[src/flash_status_pkg.sv]
package flash_status_pkg;
	// status commands carried on the serial link
	localparam logic [7:0] CMD_WRITE_ENABLE = 8'h06;
	localparam logic [7:0] CMD_WRITE_DISABLE = 8'h04;
	localparam logic [7:0] CMD_VOL_WRITE_ENABLE = 8'h50;
	localparam logic [7:0] CMD_WRITE_FIRST = 8'h01;
	localparam logic [7:0] CMD_WRITE_SECOND = 8'h31;
	localparam logic [7:0] CMD_WRITE_THIRD = 8'h11;
	localparam logic [7:0] CMD_READ_FIRST = 8'h05;
	localparam logic [7:0] CMD_READ_SECOND = 8'h35;
	localparam logic [7:0] CMD_READ_THIRD = 8'h15;
	// field positions, first register
	localparam int BIT_BUSY = 0;
	localparam int BIT_LATCH = 1;
	localparam int GUARD_LSB = 2;
	localparam int BIT_LOW_END = 5;
	localparam int BIT_GRANULE = 6;
	localparam int BIT_MODE_LO = 7;
	// field positions, second register
	localparam int BIT_MODE_HI = 0;
	localparam int BIT_QUAD = 1;
	localparam int LOCK_LSB = 3;
	localparam int BIT_INVERT = 6;
	localparam int BIT_PAUSED = 7;
	// field positions, third register
	localparam int BIT_FAST = 4;
	localparam int DRIVE_LSB = 5;
	localparam int BIT_PIN_SEL = 7;
	// writable bits of each copy
	localparam logic [7:0] MASK_FIRST = 8'hFC;
	localparam logic [7:0] MASK_SECOND = 8'h43;
	localparam logic [7:0] MASK_OTP = 8'h38;
	localparam logic [7:0] MASK_THIRD_VOL = 8'hF0;
	localparam logic [7:0] MASK_THIRD_NV = 8'h90;
	// reset values
	localparam logic [7:0] RESET_FIRST = 8'h00;
	localparam logic [7:0] RESET_SECOND = 8'h00;
	localparam logic [7:0] RESET_THIRD = 8'h00;
	// timing: non-volatile status write time
	localparam int CLK_PERIOD_PS = 4000;
	localparam int T_STATUS_WRITE_NS = 4000;
	localparam int WRITE_CYCLES = (T_STATUS_WRITE_NS * 1000) / CLK_PERIOD_PS;
	localparam logic [11:0] WRITE_LAST = 12'(WRITE_CYCLES - 1);
	// busy sequencer states
	typedef enum logic [2:0] {
		ST_READY = 3'b001,
		ST_STATUS_WRITE = 3'b010,
		ST_ARRAY_OP = 3'b100
	} seq_state_type;
endpackage

[src/flash_status_regs.sv]
`timescale 1ns/1ps
// Functional notes
// RL1: top bit of second: suspended flag
// RL2: second bit 6 inverts protection map
// RL3: second bits 5..3 one-time lock flags
// RL4: quad enable frees guard and pause pins
// RL5: second bit 0 upper protect mode
// RL6: third bit 7 picks pause or reset
// RL7: third bits 6..5 volatile drive strength
// RL8: third bit 4 high frequency mode
// RL9: busy high during program, erase, write
// RL10: while busy only status reads accepted
// RL11: busy drops when operation completes
// RL12: write enable sets write latch
// RL13: latch clears on reset, disable, completion
// RL14: first bits 4..2 block guard, writable
// RL15: first bit 5 protects from low end
// RL16: direction bit written only when permitted
// RL17: first bit 6 selects sector granularity
// RL18: invert flag complements protection map
// RL19: reset loads volatile from non-volatile copies
// RL20: 06h targets non-volatile, 50h volatile
// RL21: status writes never touch status flags
// RL22: hardware protect with guard low rejects
// RL23: reserved bits read zero, writes ignored
module flash_status_regs (
	// clock, reset, enable
	input wire logic REF_CLK,
	input wire logic SYS_RST,
	input wire logic CLK_EN,
	// serial link pins
	input wire logic SPI_SCK,
	input wire logic SPI_CS_N,
	input wire logic SPI_MOSI,
	output logic SPI_MISO,
	output logic SPI_MISO_OE,
	input wire logic WRITE_GUARD_N,
	// array engine handshake
	input wire logic OP_START,
	input wire logic OP_DONE,
	input wire logic SUSPEND_REQ,
	input wire logic RESUME_REQ,
	input wire logic SOFT_RESET,
	// status outputs
	output logic BUSY,
	output logic WRITE_LATCH_OPEN,
	output logic PAUSED_OPERATION_FLAG,
	// protection outputs
	output logic [2:0] BLOCK_GUARD,
	output logic PROTECT_FROM_LOW_END,
	output logic GRANULE_SIZE_SELECT,
	output logic INVERT_PROTECT_MAP,
	output logic [2:0] OTP_LOCK,
	// pin function and drive outputs
	output logic QUAD_IO_ENABLE,
	output logic WRITE_GUARD_ACTIVE,
	output logic PAUSE_PIN_ACTIVE,
	output logic RESET_PIN_ACTIVE,
	output logic [1:0] DRIVE_LEVEL,
	output logic FAST_READ_PRECHARGE_ENABLE
);
	logic [2:0] sck_sync; // link clock synchroniser and edge stage
	logic [2:0] cs_sync; // select synchroniser and edge stage
	logic [1:0] mosi_sync; // data in synchroniser
	logic [1:0] wp_sync; // guard pin synchroniser
	logic [7:0] shift_in; // incoming byte
	logic [2:0] bit_cnt; // bits of the current byte
	logic [1:0] byte_cnt; // whole bytes, saturates at 3
	logic [7:0] cmd; // first byte of the frame
	logic [7:0] data1; // second byte
	logic [7:0] data2; // third byte
	logic [7:0] nv1, nv2, nv3; // non-volatile copies
	logic [7:0] vol1, vol2, vol3; // volatile (active) copies
	logic latch_open; // write latch, 06h
	logic vol_wen; // volatile write enable, 50h
	logic paused; // suspend flag
	logic [11:0] wcount; // status write timer
	flash_status_pkg::seq_state_type state;
	logic sck_rise, sck_fall, cs_rise, cs_low;
	logic exec, run, busy_now, locked, is_write, wr_go;
	logic [7:0] read_byte; // image of the register being read

	// merge written bits into a copy under a mask
	function automatic logic [7:0] merge(input logic [7:0] old, input logic [7:0] nw,
		input logic [7:0] mask);
		merge = (old & ~mask) | (nw & mask);
	endfunction

	// reads are the only commands served while busy
	function automatic logic is_read(input logic [7:0] c);
		is_read = (c == flash_status_pkg::CMD_READ_FIRST) ||
			(c == flash_status_pkg::CMD_READ_SECOND) ||
			(c == flash_status_pkg::CMD_READ_THIRD);
	endfunction

	// register image as the host sees it; status bits overlaid
	function automatic logic [7:0] read_value(input logic [7:0] c);
		logic [7:0] r;
		r = 8'h00;
		case (c)
			flash_status_pkg::CMD_READ_FIRST: begin
				r = vol1 & flash_status_pkg::MASK_FIRST;
				r[flash_status_pkg::BIT_BUSY] = busy_now; // RL9 RL21
				r[flash_status_pkg::BIT_LATCH] = latch_open; // RL12 RL21
			end
			flash_status_pkg::CMD_READ_SECOND: begin
				r = (vol2 & flash_status_pkg::MASK_SECOND) | (nv2 & flash_status_pkg::MASK_OTP); // RL23
				r[flash_status_pkg::BIT_PAUSED] = paused; // RL1
			end
			flash_status_pkg::CMD_READ_THIRD: begin
				r = vol3 & flash_status_pkg::MASK_THIRD_VOL; // RL23
			end
			default: begin
				r = 8'h00;
			end
		endcase
		read_value = r;
	endfunction

	// pins cross into REF_CLK through two flops before use
	always_ff @(posedge REF_CLK or posedge SYS_RST) begin
		if (SYS_RST) begin
			sck_sync <= 3'h0;
			cs_sync <= 3'h7;
			mosi_sync <= 2'h0;
			wp_sync <= 2'h3;
		end else if (CLK_EN) begin
			sck_sync <= {sck_sync[1:0], SPI_SCK};
			cs_sync <= {cs_sync[1:0], SPI_CS_N};
			mosi_sync <= {mosi_sync[0], SPI_MOSI};
			wp_sync <= {wp_sync[0], WRITE_GUARD_N};
		end
	end

	// edges are found only on the second and third stages
	assign sck_rise = sck_sync[1] & ~sck_sync[2];
	assign sck_fall = ~sck_sync[1] & sck_sync[2];
	assign cs_rise = cs_sync[1] & ~cs_sync[2];
	assign cs_low = ~cs_sync[1];
	assign busy_now = (state != flash_status_pkg::ST_READY);
	// commands act only on a byte boundary at deselect
	assign exec = cs_rise && (bit_cnt == 3'h0) && (byte_cnt != 2'h0);
	assign run = exec && !busy_now; // RL10
	// hardware lock when guard pin is in use, supply or otp lock
	assign locked = vol2[flash_status_pkg::BIT_MODE_HI] ||
		(vol1[flash_status_pkg::BIT_MODE_LO] && !wp_sync[1] &&
		!vol2[flash_status_pkg::BIT_QUAD]); // RL22 RL5
	assign is_write = (byte_cnt >= 2'h2) && (
		cmd == flash_status_pkg::CMD_WRITE_THIRD ||
		((cmd == flash_status_pkg::CMD_WRITE_FIRST ||
		cmd == flash_status_pkg::CMD_WRITE_SECOND) && !locked)); // RL16 RL22
	assign wr_go = run && is_write && (latch_open || vol_wen); // RL20

	// frame receiver: mode 0, sampled on the rising link edge
	always_ff @(posedge REF_CLK or posedge SYS_RST) begin
		if (SYS_RST) begin
			shift_in <= 8'h00;
			bit_cnt <= 3'h0;
			byte_cnt <= 2'h0;
			cmd <= 8'h00;
			data1 <= 8'h00;
			data2 <= 8'h00;
		end else if (CLK_EN) begin
			if (!cs_low) begin
				// idle between frames
				bit_cnt <= 3'h0;
				byte_cnt <= 2'h0;
			end else if (sck_rise) begin
				shift_in <= {shift_in[6:0], mosi_sync[1]};
				bit_cnt <= bit_cnt + 3'h1;
				if (bit_cnt == 3'h7) begin
					if (byte_cnt != 2'h3) begin
						byte_cnt <= byte_cnt + 2'h1;
					end
					case (byte_cnt)
						2'h0: cmd <= {shift_in[6:0], mosi_sync[1]};
						2'h1: data1 <= {shift_in[6:0], mosi_sync[1]};
						2'h2: data2 <= {shift_in[6:0], mosi_sync[1]};
						default: data2 <= data2;
					endcase
				end
			end
		end
	end

	// image rebuilt every cycle; a process, so the flags read inside the function wake it
	always_comb begin
		read_byte = read_value(cmd);
	end

	// read data shifted out on the falling link edge, msb first
	always_ff @(posedge REF_CLK or posedge SYS_RST) begin
		if (SYS_RST) begin
			SPI_MISO <= 1'b0;
			SPI_MISO_OE <= 1'b0;
		end else if (CLK_EN) begin
			if (!cs_low) begin
				SPI_MISO_OE <= 1'b0;
			end else if (sck_fall && byte_cnt != 2'h0 && is_read(cmd)) begin
				// the register is re-read every byte, so polling busy works
				SPI_MISO <= read_byte[3'h7 - bit_cnt];
				SPI_MISO_OE <= 1'b1;
			end
		end
	end

	// busy sequencer for status writes and array operations
	always_ff @(posedge REF_CLK or posedge SYS_RST) begin
		if (SYS_RST) begin
			state <= flash_status_pkg::ST_READY;
			wcount <= 12'h000;
			paused <= 1'b0;
		end else if (CLK_EN) begin
			if (RESUME_REQ && paused && !busy_now) begin
				paused <= 1'b0;
			end
			if (SUSPEND_REQ && state == flash_status_pkg::ST_ARRAY_OP) begin
				paused <= 1'b1; // RL1
			end
			case (state)
				flash_status_pkg::ST_READY: begin
					if (wr_go && latch_open) begin
						state <= flash_status_pkg::ST_STATUS_WRITE; // RL9
						wcount <= flash_status_pkg::WRITE_LAST;
					end else if (OP_START && latch_open && !paused) begin
						state <= flash_status_pkg::ST_ARRAY_OP; // RL9
					end else if (RESUME_REQ && paused) begin
						state <= flash_status_pkg::ST_ARRAY_OP;
					end
				end
				flash_status_pkg::ST_STATUS_WRITE: begin
					if (wcount == 12'h000) begin
						state <= flash_status_pkg::ST_READY; // RL11
					end else begin
						wcount <= wcount - 12'h001;
					end
				end
				flash_status_pkg::ST_ARRAY_OP: begin
					// a suspend frees the bus but keeps the flag up
					if (OP_DONE || SUSPEND_REQ) begin
						state <= flash_status_pkg::ST_READY; // RL11
					end
				end
				default: begin
					state <= flash_status_pkg::ST_READY;
				end
			endcase
		end
	end

	// write latch and volatile enable; a set beats a clear
	always_ff @(posedge REF_CLK or posedge SYS_RST) begin
		if (SYS_RST) begin
			latch_open <= 1'b0; // RL13
			vol_wen <= 1'b0;
		end else if (CLK_EN) begin
			if (SOFT_RESET || (run && cmd == flash_status_pkg::CMD_WRITE_DISABLE) ||
				(state == flash_status_pkg::ST_STATUS_WRITE && wcount == 12'h000) ||
				(state == flash_status_pkg::ST_ARRAY_OP && OP_DONE)) begin
				latch_open <= 1'b0; // RL13
			end
			if (wr_go || SOFT_RESET) begin
				vol_wen <= 1'b0;
			end
			if (run && cmd == flash_status_pkg::CMD_WRITE_ENABLE) begin
				latch_open <= 1'b1; // RL12
				vol_wen <= 1'b0;
			end
			if (run && cmd == flash_status_pkg::CMD_VOL_WRITE_ENABLE) begin
				vol_wen <= 1'b1; // RL20
			end
		end
	end

	// configuration copies; status flags are never written here
	always_ff @(posedge REF_CLK or posedge SYS_RST) begin
		if (SYS_RST) begin
			nv1 <= flash_status_pkg::RESET_FIRST; // RL14 RL15 RL17
			nv2 <= flash_status_pkg::RESET_SECOND; // RL2 RL3
			nv3 <= flash_status_pkg::RESET_THIRD; // RL8
			vol1 <= flash_status_pkg::RESET_FIRST;
			vol2 <= flash_status_pkg::RESET_SECOND;
			vol3 <= flash_status_pkg::RESET_THIRD; // RL7
		end else if (CLK_EN) begin
			if (SOFT_RESET) begin
				// supply lock-down is released by a reset
				vol1 <= nv1; // RL19
				vol2 <= nv2; // RL19
				vol3 <= merge(flash_status_pkg::RESET_THIRD, nv3,
					flash_status_pkg::MASK_THIRD_NV); // RL19
				if (nv2[flash_status_pkg::BIT_MODE_HI] && !nv1[flash_status_pkg::BIT_MODE_LO]) begin
					nv2[flash_status_pkg::BIT_MODE_HI] <= 1'b0;
					vol2[flash_status_pkg::BIT_MODE_HI] <= 1'b0;
				end
			end else if (wr_go) begin
				case (cmd)
					flash_status_pkg::CMD_WRITE_FIRST: begin
						vol1 <= merge(vol1, data1, flash_status_pkg::MASK_FIRST); // RL14 RL15
						if (latch_open) begin
							nv1 <= merge(nv1, data1, flash_status_pkg::MASK_FIRST); // RL20
						end
						if (byte_cnt == 2'h3) begin
							vol2 <= merge(vol2, data2, flash_status_pkg::MASK_SECOND);
							if (latch_open) begin
								nv2 <= merge(nv2, data2, flash_status_pkg::MASK_SECOND) |
									(data2 & flash_status_pkg::MASK_OTP); // RL3
							end
						end
					end
					flash_status_pkg::CMD_WRITE_SECOND: begin
						vol2 <= merge(vol2, data1, flash_status_pkg::MASK_SECOND); // RL23
						if (latch_open) begin
							// lock flags only ever go from 0 to 1
							nv2 <= merge(nv2, data1, flash_status_pkg::MASK_SECOND) |
								(data1 & flash_status_pkg::MASK_OTP); // RL3
						end
					end
					default: begin
						// third register: drive strength has no stored copy
						vol3 <= merge(vol3, data1, flash_status_pkg::MASK_THIRD_VOL); // RL7
						if (latch_open) begin
							nv3 <= merge(nv3, data1, flash_status_pkg::MASK_THIRD_NV); // RL8
						end
					end
				endcase
			end
		end
	end

	// registered outputs, one cycle behind the internal state
	always_ff @(posedge REF_CLK or posedge SYS_RST) begin
		if (SYS_RST) begin
			BUSY <= 1'b0;
			WRITE_LATCH_OPEN <= 1'b0;
			PAUSED_OPERATION_FLAG <= 1'b0;
			BLOCK_GUARD <= 3'h0;
			PROTECT_FROM_LOW_END <= 1'b0;
			GRANULE_SIZE_SELECT <= 1'b0;
			INVERT_PROTECT_MAP <= 1'b0;
			OTP_LOCK <= 3'h0;
			QUAD_IO_ENABLE <= 1'b0;
			WRITE_GUARD_ACTIVE <= 1'b1;
			PAUSE_PIN_ACTIVE <= 1'b1;
			RESET_PIN_ACTIVE <= 1'b0;
			DRIVE_LEVEL <= 2'h0;
			FAST_READ_PRECHARGE_ENABLE <= 1'b0;
		end else if (CLK_EN) begin
			BUSY <= busy_now; // RL9
			WRITE_LATCH_OPEN <= latch_open;
			PAUSED_OPERATION_FLAG <= paused; // RL1
			BLOCK_GUARD <= vol1[flash_status_pkg::GUARD_LSB +: 3]; // RL14
			PROTECT_FROM_LOW_END <= vol1[flash_status_pkg::BIT_LOW_END]; // RL15
			GRANULE_SIZE_SELECT <= vol1[flash_status_pkg::BIT_GRANULE]; // RL17
			INVERT_PROTECT_MAP <= vol2[flash_status_pkg::BIT_INVERT]; // RL2 RL18
			OTP_LOCK <= nv2[flash_status_pkg::LOCK_LSB +: 3]; // RL3
			QUAD_IO_ENABLE <= vol2[flash_status_pkg::BIT_QUAD]; // RL4
			WRITE_GUARD_ACTIVE <= !vol2[flash_status_pkg::BIT_QUAD]; // RL4
			PAUSE_PIN_ACTIVE <= !vol2[flash_status_pkg::BIT_QUAD] &&
				!vol3[flash_status_pkg::BIT_PIN_SEL]; // RL6
			RESET_PIN_ACTIVE <= !vol2[flash_status_pkg::BIT_QUAD] &&
				vol3[flash_status_pkg::BIT_PIN_SEL]; // RL6
			DRIVE_LEVEL <= vol3[flash_status_pkg::DRIVE_LSB +: 2]; // RL7
			FAST_READ_PRECHARGE_ENABLE <= vol3[flash_status_pkg::BIT_FAST]; // RL8
		end
	end

	// checks: enable held high across each window they watch
	property p_busy_write;
		@(posedge REF_CLK) disable iff (SYS_RST || !CLK_EN)
		state == flash_status_pkg::ST_STATUS_WRITE |=> BUSY;
	endproperty
	a_busy_write: assert property (p_busy_write) else $error("busy low in status write"); // RL9
	property p_busy_end;
		@(posedge REF_CLK) disable iff (SYS_RST || !CLK_EN)
		(state == flash_status_pkg::ST_STATUS_WRITE && wcount == 12'h000) |=> ##1 !BUSY;
	endproperty
	a_busy_end: assert property (p_busy_end) else $error("busy stuck after write"); // RL11
	property p_ignore_busy;
		@(posedge REF_CLK) disable iff (SYS_RST || !CLK_EN)
		(exec && busy_now && !SOFT_RESET) |=> $stable(nv1) && $stable(vol1) && $stable(vol3);
	endproperty
	a_ignore_busy: assert property (p_ignore_busy) else $error("command taken while busy"); // RL10
	property p_latch_set;
		@(posedge REF_CLK) disable iff (SYS_RST || !CLK_EN)
		(run && cmd == flash_status_pkg::CMD_WRITE_ENABLE) |=> ##1 WRITE_LATCH_OPEN;
	endproperty
	a_latch_set: assert property (p_latch_set) else $error("write enable lost"); // RL12
	property p_latch_clear;
		@(posedge REF_CLK) disable iff (SYS_RST || !CLK_EN)
		(run && cmd == flash_status_pkg::CMD_WRITE_DISABLE) |=> !latch_open ##1 !WRITE_LATCH_OPEN;
	endproperty
	a_latch_clear: assert property (p_latch_clear) else $error("write disable ignored"); // RL13
	property p_flags_kept;
		@(posedge REF_CLK) disable iff (SYS_RST || !CLK_EN)
		(wr_go && !SUSPEND_REQ && !RESUME_REQ) |=> $stable(paused);
	endproperty
	a_flags_kept: assert property (p_flags_kept) else $error("status write moved flag"); // RL21
	property p_guard_lock;
		@(posedge REF_CLK) disable iff (SYS_RST || !CLK_EN)
		(exec && locked && !SOFT_RESET && cmd != flash_status_pkg::CMD_WRITE_THIRD)
			|=> $stable(vol1) && $stable(vol2);
	endproperty
	a_guard_lock: assert property (p_guard_lock) else $error("locked register written"); // RL22
	property p_otp_sticky;
		@(posedge REF_CLK) disable iff (SYS_RST || !CLK_EN)
		##1 ($past(nv2[5:3]) & ~nv2[5:3]) == 3'h0;
	endproperty
	a_otp_sticky: assert property (p_otp_sticky) else $error("lock flag cleared"); // RL3
	property p_reload;
		@(posedge REF_CLK) disable iff (SYS_RST || !CLK_EN)
		SOFT_RESET |=> vol1 == $past(nv1);
	endproperty
	a_reload: assert property (p_reload) else $error("volatile copy not reloaded"); // RL19
	property p_pin_exclusive;
		@(posedge REF_CLK) disable iff (SYS_RST || !CLK_EN)
		QUAD_IO_ENABLE |-> !(PAUSE_PIN_ACTIVE || RESET_PIN_ACTIVE || WRITE_GUARD_ACTIVE);
	endproperty
	a_pin_exclusive: assert property (p_pin_exclusive) else $error("pin function with quad"); // RL4
	c_nv_write: cover property (@(posedge REF_CLK) wr_go && latch_open);
	c_vol_write: cover property (@(posedge REF_CLK) wr_go && !latch_open);
	c_suspend: cover property (@(posedge REF_CLK) paused && !busy_now);
	c_read_busy: cover property (@(posedge REF_CLK) SPI_MISO_OE && busy_now);
endmodule

[config.mk]
export PLATFORM = sky130hd
export DESIGN_NAME = flash_status_regs
export DESIGN_NICKNAME = d
export VERILOG_FILES = /design/src/flash_status_pkg.sv /design/src/flash_status_regs.sv
export SDC_FILE = /design/constraint.sdc
export NUM_CORES = 1
export LEC_CHECK = 0
export ABC_AREA = 1
export BUFFER_PORTS_ARGS = -buffer_cell sky130_fd_sc_hd__buf_2
export CORE_ASPECT_RATIO = 0.6
export CORE_MARGIN = 1.5
export CORE_UTILIZATION = 46
export CTS_CLUSTER_SIZE = 8
export DETAILED_ROUTE_END_ITERATION = 10
export REMOVE_ABC_BUFFERS = 1
export SETUP_SLACK_MARGIN = 0.3
export SLEW_MARGIN = 10
export SYNTH_ARGS = -nofsm -noshare
export SYNTH_HDL_FRONTEND = slang
export SYNTH_SLANG_ARGS = --single-unit
[constraint.sdc]
create_clock -name REF_CLK -period 7.33 [get_ports REF_CLK]
set_input_delay 0.3665 -clock REF_CLK [delete_from_list [all_inputs] [get_ports REF_CLK]]
set_output_delay 0.3665 -clock REF_CLK [all_outputs]
set_load 0.01 [all_outputs]
## Word level (Yosys, flattened, before mapping)

Cells that the tools add are included.

| operators by class | value |
|---|---|
| add/sub/neg operators | 4 |
| $lt $le $gt $ge | 2 |
| eq/ne operators | 30 |
| muxes and demuxes | 44 |
| bitwise operators | 20 |
| reductions and logical operators | 80 |

Operators with widths:

| operator | count |
|---|---|
| $mux 8 | 12 |
| $or 8x7->8 | 4 |
| $pmux 8 s2 | 2 |
| $logic_and 1x1->1 | 25 |
| $reduce_and 5->1 | 5 |
| $eq 8x3->1 const B | 3 |
| $mux 12 | 2 |
| $pmux 12 s2 | 1 |
| $pmux 8 s3 | 1 |
| $reduce_bool 2->1 | 11 |
| $mux 3 | 7 |
| $eq 8x5->1 const B | 2 |
| $eq 8x6->1 const B | 2 |
| $or 2x8->8 | 2 |
| $or 8x6->8 | 2 |
| $reduce_and 4->1 | 4 |
| $mux 1 | 13 |
| $logic_not 12->1 | 1 |
| $ne 2x2->1 const B | 6 |
| $reduce_and 3->1 | 4 |
| $sub 12x1->12 const B | 1 |
| $logic_or 1x1->1 | 11 |
| $reduce_and 2->1 | 5 |
| $pmux 3 s3 | 1 |
| 31 further kinds | 53 |

| storage, ports and cells | value |
|---|---|
| flip-flop bits (word level) | 132 |
| logic and storage cells | 218 |

## Logic depth before layout (Yosys ltp)

Gate-level depths: netlist of the first run.

| depth | value |
|---|---|
| depth in word-level cells | 14 |
| mapped depth | 14 |
| mapped depth without buffers | 14 |

## Worst setup path after synthesis of the first run

Ideal clock, no wire load.

| timing path | value |
|---|---|
| path type | register to register |
| from | register bit_cnt[0] |
| to | register vol3[5] |
| library setup time | 118 ps |
| arrival time | 1718 ps |
| required time | 7212 ps |
| path slack | 5494 ps |
| stages on the path, launching flop included | 14 |
| period minus slack after synthesis | 1836 ps |
| path through | dfrtp_1 > inv_2 > ha_1 > nand4_1 > nor2_1 > nand2_1 > nor2_1 > nand2_2 > nand2_4 > nand2_8 > nor2_8 > inv_2 > nand2_1 > o21ai_2 |

| on the way | value |
|---|---|
| longest elaborated chain between the ends | 8 |

RTL lines:

| what | line | source |
|---|---|---|
| start, declared | flash_status_regs.sv:67 | `logic [2:0] bit_cnt;` |
| start signal, assigned | flash_status_regs.sv:170 | `bit_cnt <= bit_cnt + 3'h1;` |
| $logic_not 3->1 | flash_status_regs.sv:142 | `assign exec = cs_rise && (bit_cnt == 3'h0) && (byte_cnt != 2'h0);` |
| $logic_and 1x1->1 (2 in series) | flash_status_regs.sv:142 |  |
| $logic_and 1x1->1 | flash_status_regs.sv:143 | `assign run = exec && !busy_now;` |
| $logic_and 1x1->1 (2 in series) | flash_status_regs.sv:152 | `assign wr_go = run && is_write && (latch_open \|\| vol_wen);` |
| $reduce_bool 2->1 (no source line) | n/a |  |
| $reduce_and 3->1 (no source line) | n/a |  |
| end signal, assigned | flash_status_regs.sv:283 | `vol3 <= flash_status_pkg::RESET_THIRD;` |
| end signal, assigned | flash_status_regs.sv:289 | `vol3 <= merge(flash_status_pkg::RESET_THIRD, nv3,` |
| end signal, assigned | flash_status_regs.sv:320 | `vol3 <= merge(vol3, data1, flash_status_pkg::MASK_THIRD_VOL);` |
| end, declared | flash_status_regs.sv:73 | `logic [7:0] vol1, vol2, vol3;` |

Every way passes these cells.
A chain may end at the register's enable or synchronous reset.

## Worst setup path in the final report of the first run

| timing path | value |
|---|---|
| from | register cmd[1] |
| to | register SPI_MISO |

| on the way | value |
|---|---|
| longest elaborated chain between the ends | 5 |

RTL lines:

| what | line | source |
|---|---|---|
| start, declared | flash_status_regs.sv:69 | `logic [7:0] cmd;` |
| start signal, assigned | flash_status_regs.sv:176 | `2'h0: cmd <= {shift_in[6:0], mosi_sync[1]};` |
| parallel branches: the longest is 5 deep, another holds $eq 8x5->1 | n/a |  |
| end signal, assigned | flash_status_regs.sv:201 | `SPI_MISO <= read_byte[3'h7 - bit_cnt];` |
| end, declared | flash_status_regs.sv:35 | `output logic SPI_MISO,` |

Parallel ways; which one is timed is not known. The select of a mux whose other input is x is not followed.

==> results of run 1 <==
synth_stat cells, types with 2 or more instances:
| cell | number |
|---|---|
| dfstp_2 | 8 |
| nand3_2 | 4 |
| buf_6 | 3 |
| clkbuf_1 | 10 |
| ha_1 | 8 |
| nand4_1 | 7 |
| o21ai_2 | 19 |
| o21ai_1 | 5 |
| nor3_1 | 5 |
| buf_2 | 5 |
| o21bai_1 | 3 |
| nor3_2 | 2 |
| o21ai_0 | 69 |
| nor2_1 | 35 |
| nor2_8 | 3 |
| nand2_2 | 8 |
| nor4_1 | 2 |
| a21oi_1 | 4 |
| inv_1 | 61 |
| nand2_1 | 229 |
| nor2_4 | 2 |
| xnor2_1 | 3 |
| inv_2 | 8 |
| xor2_1 | 6 |
| nand3_1 | 33 |
| dfrtp_1 | 102 |
final timing paths:
kind	from	to	depth (start not counted)	slack, ps
hold / removal	SYS_RST	byte_cnt[0]	2	10
hold reg to reg	cs_sync[0]	cs_sync[0]	2	470
min in group REF_CLK	SPI_CS_N	cs_sync[0]	3	210
max in group asynchronous	SYS_RST	vol1[3]	3	5960
setup / recovery	cmd[1]	SPI_MISO	8	4780
setup reg to reg	cmd[1]	SPI_MISO	8	4780
critical path, cell delays in order (launching register included):
cell and delay, ps:
dfrtp_1 450, inv_2 90, nand2_2 70, nor2_1 890, o21ai_0 430, a21oi_1 310, nand2_1 100, nand2_1 70
nand2_1 50
report_power, final:
part	internal, mW	switching, mW	total (mW)
Sequential	0.674	0.0529	0.727
Combinational	0.0906	0.196	0.287
Clock	0.264	0.221	0.485
Total	1.03	0.470	1.50
area by class of cell:
cell class	instances	area share (%)
flip-flops and latches	110	45.8
multi-input cells	461	38.8
inverters	70	4.40
clock buffers	10	3.80
well taps	160	3.32
repair buffers	34	2.91
clock inverters	5	0.976
layout by cell type, fill, tap and decap left out, types with 3 or more instances in the layout:
| cell type | instances |
|---|---|
| nand4_1 | 7 |
| nand3_2 | 4 |
| inv_1 | 60 |
| o21ai_0 | 69 |
| nand3_1 | 33 |
| o21ai_2 | 19 |
| dfrtp_1 | 102 |
| xor2_1 | 6 |
| o21ai_1 | 5 |
| a21oi_1 | 4 |
| o21bai_1 | 3 |
| nand2_1 | 229 |
| nand2_2 | 8 |
| nor3_1 | 5 |
| ha_1 | 8 |
| nor2_1 | 35 |
| clkbuf_16 | 9 |
| nor2_8 | 3 |
| inv_2 | 8 |
| buf_2 | 32 |
| dfstp_2 | 8 |
| xnor2_1 | 3 |
per-layer routing:
| metal | share of wire, % | up-vias |
|---|---|---|
| li1 | - | 2162 |
| met1 | 54 | 2048 |
| met2 | 38 | 125 |
| met3 | 6.8 | 8 |
| met4 | 0.67 | 0 |
| met5 | 0 | - |
stage by stage:
step	hold slack, ps	instance area [sq um]
finish	13.7	6030
global route	33.4	6030
CTS	35.7	6030
detailed placement	405	5740
global placement	402	5740
floorplan	425	5360
cells by family after synthesis:
| group | Yosys count | synth area share [%] |
|---|---|---|
| AO/OA/AOI/OAI | 105 | 11.3 |
| XOR/XNOR | 9 | 1.44 |
| adder cells (fa/ha/maj) | 8 | 1.83 |
| buffers and inverters | 89 | 6.64 |
| flip-flops | 110 | 50.6 |
| multiplexers | 1 | 0.183 |
| AND/OR/NAND/NOR | 338 | 28.0 |
sequential cells by signal, indices dropped and copies added (netlist names), 6 cells and up:
| signal | flops |
|---|---|
| wcount | 12 |
| cmd | 8 |
| data2 | 6 |
| data1 | 8 |
| nv2 | 6 |
| shift_in | 7 |
| nv1 | 6 |
| vol1 | 6 |
==> impl_results.md, run 1 <==
- Postcts setup bufs: 0
- Total GRT Usage: 22.5%
- Non-Filler Instances: 850
- Avg Cell Area, Syn: 8.27 sq um
- Multi-input logic area: 0.00234 sq mm
- Peak supply drop: 0.119 mV
- Area of the die: 0.0126 sq mm
- Hold Buf Count CTS: 0
- Total Power: 1.50 mW
- Actual slew at the worst max-slew pin: 1160 ps
- Via density: 5.11
- Gr busiest metal: met1
- Initial antenna violation count: 0
- Die W: 144 um
- Fmax: 392 MHz
- Leak: 2.94 nW
- Ratio of cells with drive above 1 in the final layout: 15.7%
- Ys flop type: dfrtp_1
- Worst EP arrival: 2800 ps
- Antenna cells: 0
- Fillers: 1086
- Setup crit start kind: register
- Post-route clock skew: 11.0 ps
- Crit share post-route: 34.8%
- Seq/Total Area, Yosys: 50.6%
- Clock sinks: 110
- Die Height: 87.4 um
- Place WS: 4760 ps
- PortBufs: 32
- Unrepaired setup endpoints after global routing: false
- Setup Viol. Count Final: 0
- # H-tree levels: 3
- Nets@finish: 706
- Synth top area share: 46.7%
- Overflow after GRT: 0
- Fin crit period: 2550 ps
- Clk slew on worst S/H paths: 70 ps
- RD Place Congestion: 0.863
- Slack of the critical path: 4780 ps
- Post-DP HPWL: 9.33 mm
- Final wirelength: 12.7 mm
- # DRC: 0
- Via count: 4343
- Post-synthesis cell type count: 42
- Starting density of the core: 47.7%
- Final hold viol count: 0
- Vias in the first global route: 4006
- Max_cap viols: 0
- Routed Antenna Nets: 0
- Status: finished, final reports clean
- 1st-iter DRT viols: 430
- Io pins: 33
- Post-Route Utilization: 52.6%
- GR Layer Usage met2: 30.3%
- TNS Setup: 0 ps
- Flops & latches, synth: 110
- Total CTS buffers: 9
- GR Util met1: 35.6%
- Drt pass-1 iters: 5
- Longest Clk Path Bufs: 2
- Async SR Flop Fraction: 100%
- Largest net degree at the start of global routing: 80
- Pwr per Cell Area: 249 mW/mm^2
- First-pass GRT wire length: 21.3 mm
- Dpl cells: 835
- Setup CP Type: register to register
- Top post-synthesis cells by area: dfrtp_1, nand2_1, o21ai_0, inv_1, dfstp_2
- CP Capture Type: register
- Core ar.: 0.0114 sq mm
- Post-synth EDFFs: 0
- Row cnt: 30
- Gate Count Post-Synth: 660
- Clock root buffer: clkbuf_16
- P&R area growth vs syn: 10.4%
- Skew-Pair Late Insertion Delay: 350 ps
- Sequential cell area: 0.00276 sq mm
- Synth warn: 0
- Area leader, netlist: dfrtp_1
- Max Fanout on Critical Path: 20
- Slew Limit Fails: 0
- CTS resizes: 0
- Worst min path class: input pin to async pin
- Met3 Use GR: 6.38%
- WL/cell: 14.9 um
- Synthesized cell area: 0.00546 sq mm
- Slew margin rel.: 22.1%
- Critical Path RT: 7580 ps
- CTS tree: built
Power figures use the tool's default switching activity.
==> run 2, diff against run 1 <==
==> constraint.sdc (replaced) <==
create_clock -name REF_CLK -period 2.4 [get_ports REF_CLK]
set_input_delay 0.12 -clock REF_CLK [delete_from_list [all_inputs] [get_ports REF_CLK]]
set_output_delay 0.12 -clock REF_CLK [all_outputs]
set_load 0.01 [all_outputs]
==> run 2 against run 1 <==
Hold slack improved by 29 ps. Sequential share of layout area is 2.1 points lower. Core utilization grew 2.5 points. Critical path type unchanged.
==> impl_results.md, run 2 (synthesis gave the netlist of run 1 again) <==
- Peak supply drop: 0.363 mV
- Critical Path RT: 2650 ps
- Leak: 3.08 nW
- WL/cell: 15.4 um
- Drt pass-1 iters: 5
- Max Fanout on Critical Path: 10
- TNS Setup: 0 ps
- Longest Clk Path Bufs: 2
- CTS tree: built
- Setup Viol. Count Final: 0
- PortBufs: 32
- Area of the die: 0.0126 sq mm
- Worst EP arrival: 2210 ps
- Unrepaired setup endpoints after global routing: false
- First-pass GRT wire length: 22.0 mm
- Commonest non-fill, non-tap cells in the layout: nand2_1, dfrtp_1, o21ai_0, inv_1, nand3_1
- Setup crit start kind: register
- # H-tree levels: 3
- Commonest non-fill, non-tap cell in the layout: nand2_1
- 1st-iter DRT viols: 368
- # DRC: 0
- Core ar.: 0.0114 sq mm
- Top reg by flops: wcount
- Vias in the first global route: 4173
- Total GRT Usage: 23.3%
- Final hold viol count: 0
- Via density: 5.12
- Fin crit period: 1970 ps
- Post-Route Utilization: 55.2%
- Clk slew on worst S/H paths: 80 ps
- Clock sinks: 110
- Final wirelength: 13.4 mm
- RD Place Congestion: 0.901
- Initial antenna violation count: 0
- Ratio of cells with drive above 1 in the final layout: 19.1%
- Setup CP Type: register to register
- Starting density of the core: 47.7%
- Fmax: 509 MHz
- Max_cap viols: 0
- Slew Limit Fails: 0
- Clock root buffer: clkbuf_16
- Pwr per Cell Area: 755 mW/mm^2
- Slew margin rel.: 60.1%
- Die Height: 87.4 um
- Post-route clock skew: 7.62 ps
- Die W: 144 um
- Row cnt: 30
- Actual slew at the worst max-slew pin: 597 ps
- Total CTS buffers: 9
- Post-DP HPWL: 9.81 mm
- Antenna cells: 0
- Via count: 4468
- Overflow after GRT: 0
- Largest register FFs: 12
- CP Capture Type: register
- Skew-Pair Late Insertion Delay: 350 ps
- Nets@finish: 728
- Io pins: 33
- Worst min path class: input pin to register
- Crit share post-route: 81.9%
- Largest registers: wcount (12), cmd (8), data1 (8)
- P&R area growth vs syn: 15.6%
- Status: finished, final reports clean
- Routed Antenna Nets: 0
- Largest net degree at the start of global routing: 55
[run 2: changes by cell type in the layout (fill, tap and decap cells not counted), sizes merged]
cell         delta
clkinvlp        -2
nand3           +3
dlygate4sd3     +5
clkbuf          -1
clkinv          +2
buf            +14
inv             +2
[run 2: final timing paths]
kind                              from               end  cells past startpoint  slack [ps]
setup / recovery            bit_cnt[0]           vol3[6]                     13         430
hold reg to reg             cs_sync[0]        cs_sync[0]                      2         460
setup reg to reg            bit_cnt[0]           vol3[6]                     13         430
min in group asynchronous      SYS_RST       shift_in[2]                      3         360
max in group asynchronous      SYS_RST  PAUSE_PIN_ACTIVE                      4        1310
hold / removal             SUSPEND_REQ            paused                      2          40
[run 2: layout make-up]
cell class / count / area [sq um]
clock buffer: 9 / 225
clock inverter: 7 / 78.8
fill: 1095 / 5130
inverter: 70 / 270
multi-input combinational: 464 / 2430
sequential: 110 / 2760
tap: 160 / 200
timing repair buffer: 53 / 343
[run 2: power breakdown]
part	switching, mW	internal [mW]
clock	0.728	0.826
combinational	0.666	0.336
sequential	0.154	2.06
[run 2: critical path: stages, from the launching register on]
cell      delay [ps]
dfrtp_2          450
clkinv_4          90
ha_1             170
nand4_1          110
nor2_2           190
nand2_2           90
nor2_4           130
nand2_2           90
nand2_4           90
nand2_8          110
nor2_8           150
inv_2             70
nand2_1           70
o21ai_2           50
[run 2: repair_timing]
action | CTS | global route
resized for setup | 6 | 15
endpoints found under the setup margin | 22 | 43
endpoints found under the hold margin | 44 | 0
cloned | 3 | 0
buffers inserted | 0 | 6
pin swaps | 0 | 4
hold buffers | 5 | 0
[run 2: per-stage QoR]
step | setup WS (ps) | area [sq um] | total power, mW | hold slack (ps) | cells
2_1_floorplan | -609 | 5360 | 2.85 | 194 | 641
3_3_place_gp | 261 | 5810 | 3.07 | 208 | 843
3_5_place_dp | 150 | 5810 | 3.11 | 222 | 843
4_1_cts | 280 | 6230 | 4.75 | 39.8 | 867
5_1_grt | 284 | 6320 | 5.03 | 44.1 | 873
6_report | 434 | 6320 | 4.77 | 42.3 | 873
[run 2: metal layers]
metal | vias up | part of all wire (%) | global-route usage, %
met5 | - | 0 | 0
met4 | 0 | 0.90 | 4.92
met3 | 11 | 5.9 | 5.99
met2 | 119 | 39 | 31.8
met1 | 2128 | 54 | 36.4
li1 | 2210 | - | -
